### config.mk
export PLATFORM = sky130hd
export DESIGN_NAME = twu_status_irq
export DESIGN_NICKNAME = d
export VERILOG_FILES = /design/src/rtl/twu_pkg.sv /design/src/rtl/twu_status_irq.sv
export VERILOG_INCLUDE_DIRS = /design/src /design/src/rtl
export SDC_FILE = /design/constraint.sdc
export NUM_CORES = 1
export LEC_CHECK = 0
export BUFFER_PORTS_ARGS = -buffer_cell sky130_fd_sc_hd__clkbuf_2
export CORE_ASPECT_RATIO = 0.7
export CORE_MARGIN = 5
export CORE_UTILIZATION = 48
export CTS_CLUSTER_DIAMETER = 150
export DETAILED_ROUTE_END_ITERATION = 10
export GPL_ROUTABILITY_DRIVEN = 1
export MAX_ROUTING_LAYER = met4
export PLACE_DENSITY_LB_ADDON = 0.3
export SLEW_MARGIN = 15
export SYNTH_ARGS = -nofsm -noshare
export SYNTH_HDL_FRONTEND = slang
export SYNTH_SLANG_ARGS = --single-unit
### constraint.sdc
create_clock -name pclk -period 1.9 [get_ports pclk]
set_input_delay 0 -clock pclk [delete_from_list [all_inputs] [get_ports pclk]]
set_output_delay 0 -clock pclk [all_outputs]
set_load 0.03 [all_outputs]
### src/rtl/twu_defs.svh
`ifndef TWU_DEFS_SVH
`define TWU_DEFS_SVH

// Register byte offsets on the APB.
`define TWU_OFS_CTRL     8'h00
`define TWU_OFS_STATUS   8'h20
`define TWU_OFS_IRQ_EN   8'h24
`define TWU_OFS_IRQ_DIS  8'h28
`define TWU_OFS_IRQ_MASK 8'h2C
`define TWU_OFS_RX_HOLD  8'h30
`define TWU_OFS_TX_HOLD  8'h34

// Status, enable, disable and mask bit positions.
`define TWU_B_TCOMP     0
`define TWU_B_RX_FULL   1
`define TWU_B_TX_EMPTY  2
`define TWU_B_RD_DIR    3
`define TWU_B_ADDRESSED 4
`define TWU_B_GEN_CALL  5
`define TWU_B_OVERRUN   6
`define TWU_B_NOT_ACK_FLAG      8
`define TWU_B_ARB       9
`define TWU_B_STRETCH   10
`define TWU_B_ACC_END   11

// Master enable command bit in the control register.
`define TWU_B_MASTER_EN 2

// Bits that hold interrupt sources (bit 3 and bit 7 are unused).
`define TWU_IRQ_BITS 12'hF77

// Constant upper status bits and reset values.
`define TWU_SR_HIGH  32'h0000_F000
`define TWU_ZERO32   32'h0000_0000
`define TWU_ZERO12   12'h000
`define TWU_ZERO8    8'h00

`endif

### src/rtl/twu_pkg.sv
package twu_pkg;

	// Operating mode of the serial engine, one-hot.
	typedef enum logic [2:0]
	{
		TWU_IDLE   = 3'b001,
		TWU_MASTER = 3'b010,
		TWU_SLAVE  = 3'b100
	} twu_mode_e;

	// One bit per status position 11..0.
	typedef logic [11:0] twu_flags_t;

	// One received or transmitted byte.
	typedef logic [7:0] twu_byte_t;

endpackage

### src/rtl/twu_status_irq.sv
// Overview of operation
// [RQ1] Master: THR write clears transmit-empty flag.
// [RQ2] Master: shifter load or NOT_ACK_FLAG sets it.
// [RQ3] Master enable command sets transmit-empty.
// [RQ4] Slave: empty flag low until byte acknowledged.
// [RQ5] Slave: stop sending when empty and NOT_ACK_FLAG.
// [RQ6] Software never writes THR while NOT_ACK_FLAG set.
// [RQ7] Slave read-direction flag follows master direction.
// [RQ8] Address match sets addressed; NOT_ACK_FLAG/STOP clear.
// [RQ9] General call sets flag; status read clears.
// [RQ10] Overrun on load while full; cleared when complete.
// [RQ11] Master NOT_ACK_FLAG sets flag with complete.
// [RQ12] Slave read: master NOT_ACK_FLAG sets flag.
// [RQ13] Slave write: acknowledge every received byte.
// [RQ14] Arbitration lost sets flag with complete.
// [RQ15] Slave stretches clock while buffer not ready.
// [RQ16] End-of-access set when addressed flag clears.
// [RQ17] Enable register: ones enable, zeros ignored.
// [RQ18] Disable register: ones disable, zeros ignored.
// [RQ19] Mask register shows enables, resets to zero.
// [RQ20] Enable bits share status flag positions.
// [RQ21] Receive holding shows last byte, low eight.
// [RQ22] Master complete: low in frame, high after STOP.
// [RQ23] Receive-full set on byte, cleared by read.
// [RQ24] Interrupt high when enabled flag is set.
// [RQ25] Clear-on-read spares flags set during read.
//
// Chosen here: the APB slave port and the register offsets.
`timescale 1ns/1ps
`include "twu_defs.svh"

module twu_status_irq
(
	// Clock, reset and clock enable.
	input  wire logic               pclk,
	input  wire logic               presetn,
	input  wire logic               ce,
	// APB slave port.
	input  wire logic               psel,
	input  wire logic               penable,
	input  wire logic               pwrite,
	input  wire logic [7:0]         paddr,
	input  wire logic [31:0]        pwdata,
	output logic      [31:0]        prdata,
	output logic                    pready,
	output logic                    pslverr,
	// Serial engine events, same clock domain.
	input  wire twu_pkg::twu_mode_e mode,
	input  wire logic               shift_load,
	input  wire logic               frame_start,
	input  wire logic               stop_sent,
	input  wire logic               not_ack_flag_det,
	input  wire logic               ack_det,
	input  wire logic               arb_lost,
	input  wire logic               start_det,
	input  wire logic               stop_det,
	input  wire logic               addr_valid,
	input  wire logic [6:0]         addr_byte,
	input  wire logic               addr_read,
	input  wire logic               gcall_det,
	input  wire logic               rx_valid,
	input  wire twu_pkg::twu_byte_t rx_byte,
	input  wire logic [6:0]         own_slave_address,
	// Serial clock pin, sampled here.
	input  wire logic               scl_in,
	output logic                    scl_out,
	output logic                    scl_oe,
	// Engine controls and interrupt.
	output twu_pkg::twu_byte_t      tx_byte,
	output logic                    tx_halt,
	output logic                    ack_drive,
	output logic                    irq
);
	import twu_pkg::*;

	////////////////////////////////////////////////////////////////////
	// Declarations.

	logic       tx_holding_empty_r;   // Transmit holding empty.
	logic       tcomp_r;              // Transfer complete.
	logic       rx_holding_full_r;    // Receive holding full.
	logic       slave_read_dir_r;     // Slave read direction.
	logic       slave_addressed_r;    // Slave addressed.
	logic       general_call_seen_r;  // General call seen.
	logic       overrun_flag_r;       // Overrun.
	logic       not_ack_flag_r;               // Not acknowledge.
	logic       arb_r;                // Arbitration lost.
	logic       clock_stretch_flag_r; // Clock stretched.
	logic       slave_access_end_r;   // End of slave access.
	twu_flags_t imr_r;         // Interrupt mask.
	twu_byte_t  rhr_r;         // Receive holding byte.
	twu_byte_t  thr_r;         // Transmit holding byte.
	logic [31:0] prdata_r;     // Read data register.
	logic       pready_r;      // Ready register.
	logic       pslverr_r;     // Error register.
	logic       irq_r;         // Interrupt register.
	logic       halt_r;        // Slave transmit halt.
	logic       ackd_r;        // Acknowledge drive.
	logic       hold_r;        // Clock stretch drive.
	logic [1:0] scl_sync_r;    // Pin synchroniser.

	////////////////////////////////////////////////////////////////////
	// Bus decode.

	// Master and slave mode selects.
	wire is_m = (mode == TWU_MASTER);
	wire is_s = (mode == TWU_SLAVE);

	// Address hits.
	wire hit_cr  = (paddr == `TWU_OFS_CTRL);
	wire hit_sr  = (paddr == `TWU_OFS_STATUS);
	wire hit_ier = (paddr == `TWU_OFS_IRQ_EN);
	wire hit_idr = (paddr == `TWU_OFS_IRQ_DIS);
	wire hit_imr = (paddr == `TWU_OFS_IRQ_MASK);
	wire hit_rhr = (paddr == `TWU_OFS_RX_HOLD);
	wire hit_thr = (paddr == `TWU_OFS_TX_HOLD);
	wire hit_any = hit_cr | hit_sr | hit_ier | hit_idr |
		hit_imr | hit_rhr | hit_thr;

	// Setup phase and completing access edge.
	wire setup = psel & ~penable;
	wire acc   = ce & psel & penable & pready_r;
	wire wr    = acc & pwrite;
	wire rd    = acc & ~pwrite;

	// Effective register strobes.
	wire wr_ier  = wr & hit_ier;
	wire wr_idr  = wr & hit_idr;
	wire wr_thr  = wr & hit_thr;
	wire wr_master_en = wr & hit_cr & pwdata[`TWU_B_MASTER_EN];
	wire rd_sr   = rd & hit_sr;
	wire rd_rhr  = rd & hit_rhr;

	// Status vector as read.
	wire [31:0] sr_val =
	{
		20'h0_0000,
		slave_access_end_r, clock_stretch_flag_r,
		arb_r, not_ack_flag_r,
		1'b0, overrun_flag_r,
		general_call_seen_r, slave_addressed_r,
		slave_read_dir_r, tx_holding_empty_r,
		rx_holding_full_r, tcomp_r
	} | `TWU_SR_HIGH;

	// Read multiplexer.
	wire [31:0] rd_mux =
		hit_sr  ? sr_val :
		hit_imr ? {20'h0_0000, imr_r} :
		hit_rhr ? {24'h00_0000, rhr_r} :
		`TWU_ZERO32;

	// Clear only the flags that the completed read returned.
	wire [31:0] seen = rd_sr ? prdata_r : `TWU_ZERO32;

	////////////////////////////////////////////////////////////////////
	// Flag events.

	// Master NOT_ACK_FLAG and arbitration loss complete the frame.
	wire m_not_ack_flag = is_m & not_ack_flag_det;
	wire s_not_ack_flag = is_s & not_ack_flag_det & slave_read_dir_r;
	wire m_arb  = is_m & arb_lost;

	// Slave address match and slave end conditions.
	wire s_match = is_s & addr_valid & (addr_byte == own_slave_address);
	wire s_end   = is_s & slave_addressed_r & (not_ack_flag_det | stop_det);

	// Slave byte acknowledged or not.
	wire s_txdone = is_s & slave_read_dir_r & (ack_det | not_ack_flag_det);

	// Stretch while transmit unfilled or receive unread.
	wire stretch = is_s & slave_addressed_r &
		(slave_read_dir_r ? tx_holding_empty_r : rx_holding_full_r);

	// Synchronised serial clock low.
	wire scl_low = ~scl_sync_r[1];

	// Interrupt sources gated by the mask.
	wire [11:0] pend = sr_val[11:0] & imr_r;

	////////////////////////////////////////////////////////////////////
	// APB answer registers; zero-wait access phase.

	always_ff @(posedge pclk or negedge presetn)
	begin
		if (!presetn)
		begin
			pready_r  <= 1'b0;
			pslverr_r <= 1'b0;
			prdata_r  <= `TWU_ZERO32;
		end
		else if (ce)
		begin
			// Ready in the cycle after setup.
			pready_r  <= setup;
			pslverr_r <= setup & ~hit_any;
			if (setup)
			begin
				prdata_r <= rd_mux;
			end
		end
	end

	////////////////////////////////////////////////////////////////////
	// Interrupt mask, set and clear by ones only.

	always_ff @(posedge pclk or negedge presetn)
	begin
		if (!presetn)
		begin
			imr_r <= `TWU_ZERO12; // RQ19
		end
		else if (ce)
		begin
			// Enables win over disables in the same cycle.
			imr_r <= (imr_r & ~({12{wr_idr}} & pwdata[11:0])) | // RQ18
				({12{wr_ier}} & pwdata[11:0] & `TWU_IRQ_BITS); // RQ17 RQ20
		end
	end

	////////////////////////////////////////////////////////////////////
	// Holding registers.

	always_ff @(posedge pclk or negedge presetn)
	begin
		if (!presetn)
		begin
			rhr_r <= `TWU_ZERO8;
			thr_r <= `TWU_ZERO8;
		end
		else if (ce)
		begin
			// Keep the last received byte.
			if (rx_valid)
			begin
				rhr_r <= rx_byte; // RQ21
			end
			if (wr_thr)
			begin
				thr_r <= pwdata[7:0];
			end
		end
	end

	////////////////////////////////////////////////////////////////////
	// Transmit side flags.

	always_ff @(posedge pclk or negedge presetn)
	begin
		if (!presetn)
		begin
			tx_holding_empty_r <= 1'b0;
			tcomp_r            <= 1'b1;
		end
		else if (ce)
		begin
			// Sets win over the holding register write.
			if (wr_thr)
			begin
				tx_holding_empty_r <= 1'b0; // RQ1 RQ4
			end
			if ((is_m & shift_load) | m_not_ack_flag | wr_master_en)
			begin
				tx_holding_empty_r <= 1'b1; // RQ2 RQ3
			end
			if (s_txdone)
			begin
				tx_holding_empty_r <= 1'b1; // RQ4
			end
			// Complete falls in a frame, rises at its end.
			if ((is_m & frame_start) | (is_s & start_det))
			begin
				tcomp_r <= 1'b0; // RQ22
			end
			if ((is_m & stop_sent) | m_not_ack_flag | m_arb |
				(is_s & stop_det))
			begin
				tcomp_r <= 1'b1; // RQ22 RQ11 RQ14
			end
		end
	end

	////////////////////////////////////////////////////////////////////
	// Receive and error flags with clear on read.

	always_ff @(posedge pclk or negedge presetn)
	begin
		if (!presetn)
		begin
			rx_holding_full_r   <= 1'b0;
			overrun_flag_r      <= 1'b0;
			not_ack_flag_r              <= 1'b0;
			arb_r               <= 1'b0;
			general_call_seen_r <= 1'b0;
		end
		else if (ce)
		begin
			// A new byte beats the holding register read.
			rx_holding_full_r <= rx_valid | // RQ23
				(rx_holding_full_r & ~rd_rhr);
			// Overrun cleared only while complete is set.
			overrun_flag_r <= // RQ10 RQ25
				(is_m & rx_valid & rx_holding_full_r) |
				(overrun_flag_r & ~(seen[`TWU_B_OVERRUN] & tcomp_r));
			not_ack_flag_r <= m_not_ack_flag | s_not_ack_flag | // RQ11 RQ12
				(not_ack_flag_r & ~seen[`TWU_B_NOT_ACK_FLAG]); // RQ25
			arb_r <= m_arb | (arb_r & ~seen[`TWU_B_ARB]); // RQ14
			general_call_seen_r <= (is_s & gcall_det) | // RQ9
				(general_call_seen_r & ~seen[`TWU_B_GEN_CALL]); // RQ25
		end
	end

	////////////////////////////////////////////////////////////////////
	// Slave access flags.

	always_ff @(posedge pclk or negedge presetn)
	begin
		if (!presetn)
		begin
			slave_addressed_r    <= 1'b0;
			slave_read_dir_r     <= 1'b1;
			slave_access_end_r   <= 1'b0;
			clock_stretch_flag_r <= 1'b0;
		end
		else if (ce)
		begin
			// Matching address wins over an end event.
			if (s_match)
			begin
				slave_addressed_r <= 1'b1; // RQ8
				slave_read_dir_r  <= addr_read; // RQ7
			end
			else if (s_end)
			begin
				slave_addressed_r <= 1'b0; // RQ8
			end
			slave_access_end_r <= (s_end & ~s_match) | // RQ16
				(slave_access_end_r & ~seen[`TWU_B_ACC_END]); // RQ25
			// Stretch shows once the pin is held low.
			clock_stretch_flag_r <= stretch & scl_low; // RQ15
		end
	end

	////////////////////////////////////////////////////////////////////
	// Pin synchroniser and registered outputs.

	always_ff @(posedge pclk or negedge presetn)
	begin
		if (!presetn)
		begin
			scl_sync_r <= 2'b11;
			hold_r     <= 1'b0;
			halt_r     <= 1'b0;
			ackd_r     <= 1'b0;
			irq_r      <= 1'b0;
		end
		else if (ce)
		begin
			scl_sync_r <= {scl_sync_r[0], scl_in};
			hold_r     <= stretch; // RQ15
			halt_r     <= is_s & tx_holding_empty_r & not_ack_flag_r; // RQ5
			ackd_r     <= is_s & slave_addressed_r & ~slave_read_dir_r; // RQ13
			irq_r      <= |pend; // RQ24
		end
	end

	// Outputs straight from flip-flops; scl_out is a constant zero.
	assign prdata  = prdata_r;
	assign pready  = pready_r;
	assign pslverr = pslverr_r;
	assign tx_byte = thr_r;
	assign tx_halt = halt_r;
	assign ack_drive = ackd_r;
	assign irq     = irq_r;
	assign scl_oe  = hold_r;
	assign scl_out = 1'b0 & hold_r;
endmodule

# Word-level counts from Yosys, hierarchy flattened
# Index checks and enable logic that the tools add are counted.
[totals]
reg_bits = 63
inputBits = 84
output_inout_bits = 47
elab_cells = 139
[classes]
eq_ne = 9
n_mux = 12
bitwise_logic = 84
n_reduce_logical = 12
[ops]
columns = ["op", "count"]
rows = [
  ["$and A12 B12 Y12", 4],
  ["$eq A8 B6 Y1 const B", 6],
  ["$and A1 B1 Y1", 45],
  ["$mux W12", 2],
  ["$or A1 B1 Y1", 21],
  ["$mux W16", 1],
  ["$reduce_and A2 Y1", 7],
  ["$not A1 Y1", 12],
  ["$not A12 Y12", 1],
  ["$or A12 B12 Y12", 1],
  ["$reduce_or A12 Y1", 1],
  ["$logic_not A8 Y1", 1],
  ["$mux W1", 8],
  ["$mux W8", 1],
  ["$eq A7 B7 Y1", 1],
  ["$reduce_bool A2 Y1", 2],
  ["$eq A3 B2 Y1 const B", 1],
  ["$eq A3 B3 Y1 const B", 1],
  ["$reduce_bool A3 Y1", 1],
]

# Logic depth before layout (Yosys ltp)
# Gate-level depths: netlist of the first run.
[logic_depth]
word_depth = 10
depth_mapped = 6
depth_no_buf = 4

# Least setup slack after synthesis of the first run
# No wires, ideal clock.
[synth_timing]
path_type = "flip-flop to flip-flop"
start = "register pready_r (netlist: pready)"
end = "register thr_r[0] (netlist: tx_byte[0])"
setup_ns = 0.125
arrival_ns = 1.777
required_time_ns = 1.775
setup_slack_ns = -0.002
stages_incl_launch_ff = 5
path_buffers = 0
period_less_slack_ns = 1.902
path_cell_list = "dfrtp_1 and4_1 nand3_2 nor4b_4 mux2_2"
[synth_between]
elab_chain_len = 4
[synth_rtl]
columns = ["item", "line", "text"]
rows = [
  ["start, declared", "twu_status_irq.sv:94", "logic pready_r;"],
  ["start signal, assigned", "twu_status_irq.sv:195", "pready_r <= setup;"],
  ["$and A1 B1 Y1", "twu_status_irq.sv:122", "wire acc = ce & psel & penable & pready_r;"],
  ["$and A1 B1 Y1", "twu_status_irq.sv:123", "wire wr = acc & pwrite;"],
  ["$and A1 B1 Y1", "twu_status_irq.sv:129", "wire wr_thr = wr & hit_thr;"],
  ["$reduce_and A2 Y1 (no line)", "n/a", ""],
  ["end signal, assigned", "twu_status_irq.sv:229", "thr_r <= `TWU_ZERO8;"],
  ["end signal, assigned", "twu_status_irq.sv:240", "thr_r <= pwdata[7:0];"],
  ["end, declared", "twu_status_irq.sv:92", "twu_byte_t thr_r;"],
]
# No other way between the ends.
# A chain may end at the register's enable or synchronous reset.

# Worst setup path after layout of the first run
[layout_timing]
start = "register pready_r (netlist: pready)"
end = "register thr_r[5] (netlist: tx_byte[5])"
# The elaborated chain is that of the path after synthesis.

==> out/qor.csv, run 1 <==
stage,metric,value,unit
outcome,run_status,"finished, final reports clean",
job,drv_cap,0,
floorplanning,initial_core_util,0.496,
critical_path,r2r_start,pready,
placed_design,place_area,0.00362,sq mm
timing,fin_crit_sh,0.936,
floorplanning,die_area,0.00822,sq mm
synth,yosysWarningCount,0,
synth,synth_largest_area_cell,dfrtp_1,
critical_path,rrSetupSlack,0.12,ns
detailed_routing,routed_via_density,5.46,
min_path,min_from,mode[0],
detailed_routing,wire_per_inst,17.2,um
min_path,hold_path_class,in -> reg,
timing,fin_crit,1.78,ns
detailed_routing,drt_first_pass_iters,5,
detailed_routing,vias,2705,
critical_path,cp.required,2.14,ns
floorplanning,row_count,24,
synth,synthFlopType,dfrtp_1,
clocking,cts_buffers,9,
global_routing,overflow,0,
synth,syn_area,0.00311,sq mm
synth,synth_top_area_frac,0.450,
critical_path,crit_fanout,8,
power,vdd_drop_max,0.396,mV
clocking,cts_tree,yes,
floorplanning,core,0.00628,sq mm
power,cellPowerDensity,714,mW/mm^2
synth,synth_seq_area_share,0.484,
synth,yosysMostFrequentCell,dfrtp_1,
timing,rsz0062_at_grt,false,
synth,yosys_register_bits,60,
clocking,root_buffer,clkbuf_8,
floorplanning,die_w,106,um
detailed_routing,drcViolationCount,0,
synth,avgSynthCellArea,11.0,sq um
timing,hold_viol_final,0,
timing,fmax,563,MHz
timing,fin_skew,0.00613,ns
clocking,h-tree-depth,3,
placed_design,dpl.hpwl,6410,um
global_routing,grt_pass1_vias,2731,
detailed_routing,antenna_left,0,
floorplanning,die_h,77.4,um
clocking,worstSkewPairLatency,0.35,ns
placed_design,gp_congestion,0.892,
synth,synth_cell_types,50,
clocking,clock_sinks,60,
global_routing,grt_use_total,0.223,
critical_path,crit_type,reg -> reg,
placed_design,portBuffers,93,
global_routing,grt_max_degree,31,
timing,worstMarginPinSlew,0.785,ns
synth,synth-async-reset-ratio,1.00,
global_routing,grt_pass1_wl,13900,um
layout,stdcell_area,0.00410,sq mm
power,p_leak,2.02,nW
timing,slew_headroom,0.477,
timing,drv_slew,0,
layout,area_growth,31.6,%
clocking,path_clk_slew,0.07,ns
layout,antenna_cells,0,
synth,synthCells,283,
critical_path,end_kind,flop,
critical_path,worstSetupStartpoint,pready,
clocking,clockBufferDepth,2,
detailed_routing,routed_wirelength,8540,um
critical_path,cp.arrival,2.01,ns
critical_path,ff2ff_path_depth,5,
synth,ys_top_cells_by_count,"dfrtp_1, nand2_1, buf_4",
synth,ys_top_cells_by_area,"dfrtp_1, mux2_2, buf_4, dfstp_2, nand2_1",
synth,synth_edf_count,0,
critical_path,endpoint,tx_byte[5],
min_path,holdPathStages,3,
timing,final-setup-viol-count,0,
power,total_power,2.92,mW
layout,drive_gt1_frac,0.376,
critical_path,critPathLaunchType,flop,
floorplanning,ios,131,
detailed_routing,drt_iter0_drc,162,
global_routing,antenna_found_initial,0,
timing,setup_tns,0,ns
layout,nets,496,
critical_path,worstReg2RegEnd,tx_byte[5],
-- stage by stage --
step | worst slack, ns | hold WS, ns | instances | util
CTS | 0.126 | 0.00845 | 495 | 0.652
floorplan | 0.0656 | -0.296 | 299 | -
global placement | 0.190 | 0.110 | 449 | 0.577
detailed placement | 0.136 | 0.122 | 449 | 0.577
finish | 0.122 | 0.0322 | 495 | 0.653
global route | 0.0171 | 0.0430 | 495 | 0.653
-- metal layers --
| metal | track usage | routed length, um |
|---|---|---|
| met3 | 0.0539 | 594 |
| met2 | 0.340 | 3890 |
| met4 | 0.0556 | 155 |
| met1 | 0.300 | 3900 |
| met5 | - | 0 |
-- critical path, stage by stage (launching register included) --
cell     delay (ns)
dfrtp_2        0.38
and4_1         0.27
nand3_2        0.13
nor4b_4        0.30
buf_4          0.23
mux2_2         0.35
-- final cells by class --
class / count / area (sq um)
Multi-Input combinational cell: 200 / 1450
Timing Repair Buffer: 134 / 848
Inverter: 7 / 26.3
Sequential cell: 60 / 1510
Clock buffer: 9 / 124
Fill cell: 509 / 2180
Tap cell: 78 / 97.6
Clock inverter: 7 / 43.8
-- worst min path at each step --
stage | end | slack (ns)
global route | overrun_flag_r | 0.04
detailed placement | tx_halt | 0.12
global placement | tx_halt | 0.11
floorplan | ack_drive | -0.30
CTS | overrun_flag_r | 0.008
finish | overrun_flag_r | 0.03
-- power by group --
part / internal [mW] / leakage [nW] / switching [mW]
Combinational: 0.208 / 1.17 / 0.292
Sequential: 1.36 / 0.769 / 0.0610
Clock: 0.464 / 0.0848 / 0.537
Total: 2.03 / 2.02 / 0.890
-- sequential cells by signal, summed over array words and instances (netlist names), 2 cells and up --
| name | flops |
|---|---|
| rhr_r | 8 |
| prdata | 13 |
| tx_byte | 8 |
| imr_r | 12 |
| scl_sync_r | 2 |
-- cells by family after synthesis --
logic type | Yosys count | share of synthesized area
XOR/XNOR | 7 | 0.0197
multiplexers | 27 | 0.0945
AND/OR/NAND/NOR | 74 | 0.147
buffers and inverters | 39 | 0.0719
AO/OA/AOI/OAI | 75 | 0.182
flip-flops | 60 | 0.484
other | 1 | 0.00120
-- placed cells by master, fill, tap and decap left out, types with 2 or more instances in the layout --
cell type,count
o31a_1,10
inv_1,7
mux2_2,19
a2bb2oi_1,2
clkbuf_8,9
dfrtp_1,55
nor2_1,10
nor4_1,2
nand2_1,28
nand3_1,6
buf_4,11
a21o_1,11
clkinvlp_4,2
a22o_1,8
a32o_1,2
o21ai_0,11
xor2_1,7
nand4_1,4
mux2i_1,8
nor3_1,2
o2bb2ai_1,5
nor4b_2,2
dfstp_2,4
dlygate4sd3_1,30
nor3b_1,3
a21boi_0,2
conb_1,17
and4_1,3
a22oi_1,11
clkbuf_2,93
clkinv_2,4
a21oi_1,4
a221oi_1,3
-- repair_timing --
action | CTS | global route
endpoints found under the setup margin | 0 | 1
gates resized for setup | 0 | 1
buffers inserted | 0 | 0
hold endpoints to repair | 58 | 0
hold buffers | 30 | 0
Power figures use the tool's default switching activity.
==> run 2: changes to the inputs <==
--- a/config.mk
+++ b/config.mk
@@ -6,7 +6,7 @@
 export SDC_FILE = /design/constraint.sdc
 export NUM_CORES = 1
 export LEC_CHECK = 0
-export BUFFER_PORTS_ARGS = -buffer_cell sky130_fd_sc_hd__clkbuf_2
+export BUFFER_PORTS_ARGS = -buffer_cell sky130_fd_sc_hd__buf_2
 export CORE_ASPECT_RATIO = 0.7
 export CORE_MARGIN = 5
 export CORE_UTILIZATION = 48
==> out/qor.csv, run 2 (same netlist as run 1, synthesis figures left out) <==
stage,metric,value,unit
timing,fin_skew,0.0159,ns
layout,drive_gt1_frac,0.373,
global_routing,grt_max_degree,61,
timing,drv_slew,0,
clocking,clock_sinks,60,
floorplanning,die_w,106,um
detailed_routing,antenna_left,0,
min_path,hold_path_class,in -> reg,
detailed_routing,drcViolationCount,0,
layout,nets,494,
power,vdd_drop_max,0.478,mV
placed_design,place_area,0.00363,sq mm
power,p_leak,2.04,nW
timing,hold_viol_final,0,
floorplanning,ios,131,
critical_path,crit_type,reg -> reg,
critical_path,critPathLaunchType,flop,
timing,rsz0062_at_grt,false,
floorplanning,die_area,0.00822,sq mm
job,drv_cap,0,
outcome,run_status,"finished, final reports clean",
floorplanning,core,0.00628,sq mm
detailed_routing,routed_via_density,5.55,
detailed_routing,vias,2738,
timing,fin_crit_sh,0.919,
clocking,h-tree-depth,3,
global_routing,grt_pass1_vias,2733,
detailed_routing,wire_per_inst,17.6,um
clocking,cts_resized,0,
layout,fillers,538,
floorplanning,die_h,77.4,um
clocking,path_clk_slew,0.08,ns
global_routing,grt_pass1_wl,13900,um
critical_path,cp.required,2.13,ns
critical_path,critPathMaxStageDelay,0.38,ns
layout,antenna_cells,0,
layout,largest_reg_flops,13,
global_routing,overflow,0,
placed_design,portBuffers,93,
timing,fmax,573,MHz
critical_path,path_cells,"and4_1, nand3_2, nor4b_4, buf_4, mux2_2",
clocking,root_buffer,clkbuf_8,
timing,worstMarginPinSlew,0.524,ns
critical_path,slowest_stage,dfrtp_2,
clocking,clockBufferDepth,2,
critical_path,cp_num_buf_inv,1,
layout,final_common_cell,buf_2,
clocking,worstSkewPairLatency,0.35,ns
timing,slew_headroom,0.647,
floorplanning,row_count,24,
timing,final-setup-viol-count,0,
layout,area_growth,32.4,%
critical_path,end_kind,flop,
critical_path,crit_fanout,6,
timing,fin_crit,1.75,ns
critical_path,cp.arrival,1.97,ns
detailed_routing,drt_first_pass_iters,4,
clocking,cts_buffers,9,
detailed_routing,routed_wirelength,8690,um
global_routing,antenna_found_initial,0,
placed_design,gp_congestion,0.915,
critical_path,critPathTopFamily,simple AND/OR/NAND/NOR gates,
layout,multi_input_area,0.00144,sq mm
global_routing,grt_use_total,0.223,
placed_design,dpl.hpwl,6340,um
layout,final_cell_mix,"buf_2, dfrtp_1, dlygate4sd3_1, nand2_1, mux2_2",
timing,setup_tns,0,ns
layout,stdcell_area,0.00412,sq mm
floorplanning,initial_core_util,0.496,
power,cellPowerDensity,752,mW/mm^2
layout,utilization,0.656,
clocking,cts_tree,yes,
detailed_routing,drt_iter0_drc,162,
layout,seqCellArea,0.00151,sq mm
-- run 2: area by class of cell --
cell class / count / area share
Sequential cell: 60 / 0.366
Multi-Input combinational cell: 200 / 0.350
Timing Repair Buffer: 132 / 0.205
Clock buffer: 12 / 0.0377
Tap cell: 78 / 0.0237
Clock inverter: 4 / 0.0115
Inverter: 7 / 0.00638
-- run 2: metrics by stage --
step           hold WS [ns]  worst slack [ns]  cells  power [mW]
2_1_floorplan        -0.296            0.0656    299        1.73
6_report             0.0194             0.154    493        3.10
4_1_cts             0.00715             0.152    493        3.12
3_3_place_gp         0.0301             0.198    448        1.87
5_1_grt              0.0360            0.0651    493        3.23
3_5_place_dp         0.0292             0.176    448        1.89
-- run 2: path summary, 6_finish.rpt --
kind | end | slack, ns | cells after the start | startpoint
max | tx_byte[1] | 0.15 | 5 | pready
min | overrun_flag_r | 0.02 | 3 | mode[0]
max reg2reg | tx_byte[1] | 0.15 | 5 | pready
min reg2reg | prdata[2] | 0.47 | 2 | prdata[2]
max in group asynchronous | scl_sync_r[0] | 1.40 | 3 | presetn
min in group asynchronous | prdata[8] | 0.18 | 3 | presetn
-- run 2: what timing repair did --
item / CTS / global route
buffers inserted: 0 / 0
endpoints found under the hold margin: 96 / 0
hold buffers: 29 / 0
-- run 2: metal layers --
metal	vias to the layer above	share of wire	wire, um	GRT usage
li1	1265	-	-	-
met1	1343	0.46	3980	0.312
met2	118	0.46	3990	0.328
met3	12	0.071	614	0.0589
met4	0	0.012	106	0.0492
met5	-	0	0	-
-- run 2: worst min-delay path, stage by stage --
cell and delay [ns]:
buf_2 0.10, or3b_2 0.16, o2bb2ai_1 0.07
-- run 2: power breakdown --
part | internal, mW | switching [mW] | total [mW] | leakage, nW
clock | 0.673 | 0.512 | 1.19 | 0.102
sequential | 1.36 | 0.0597 | 1.42 | 0.769
combinational | 0.201 | 0.289 | 0.490 | 1.17
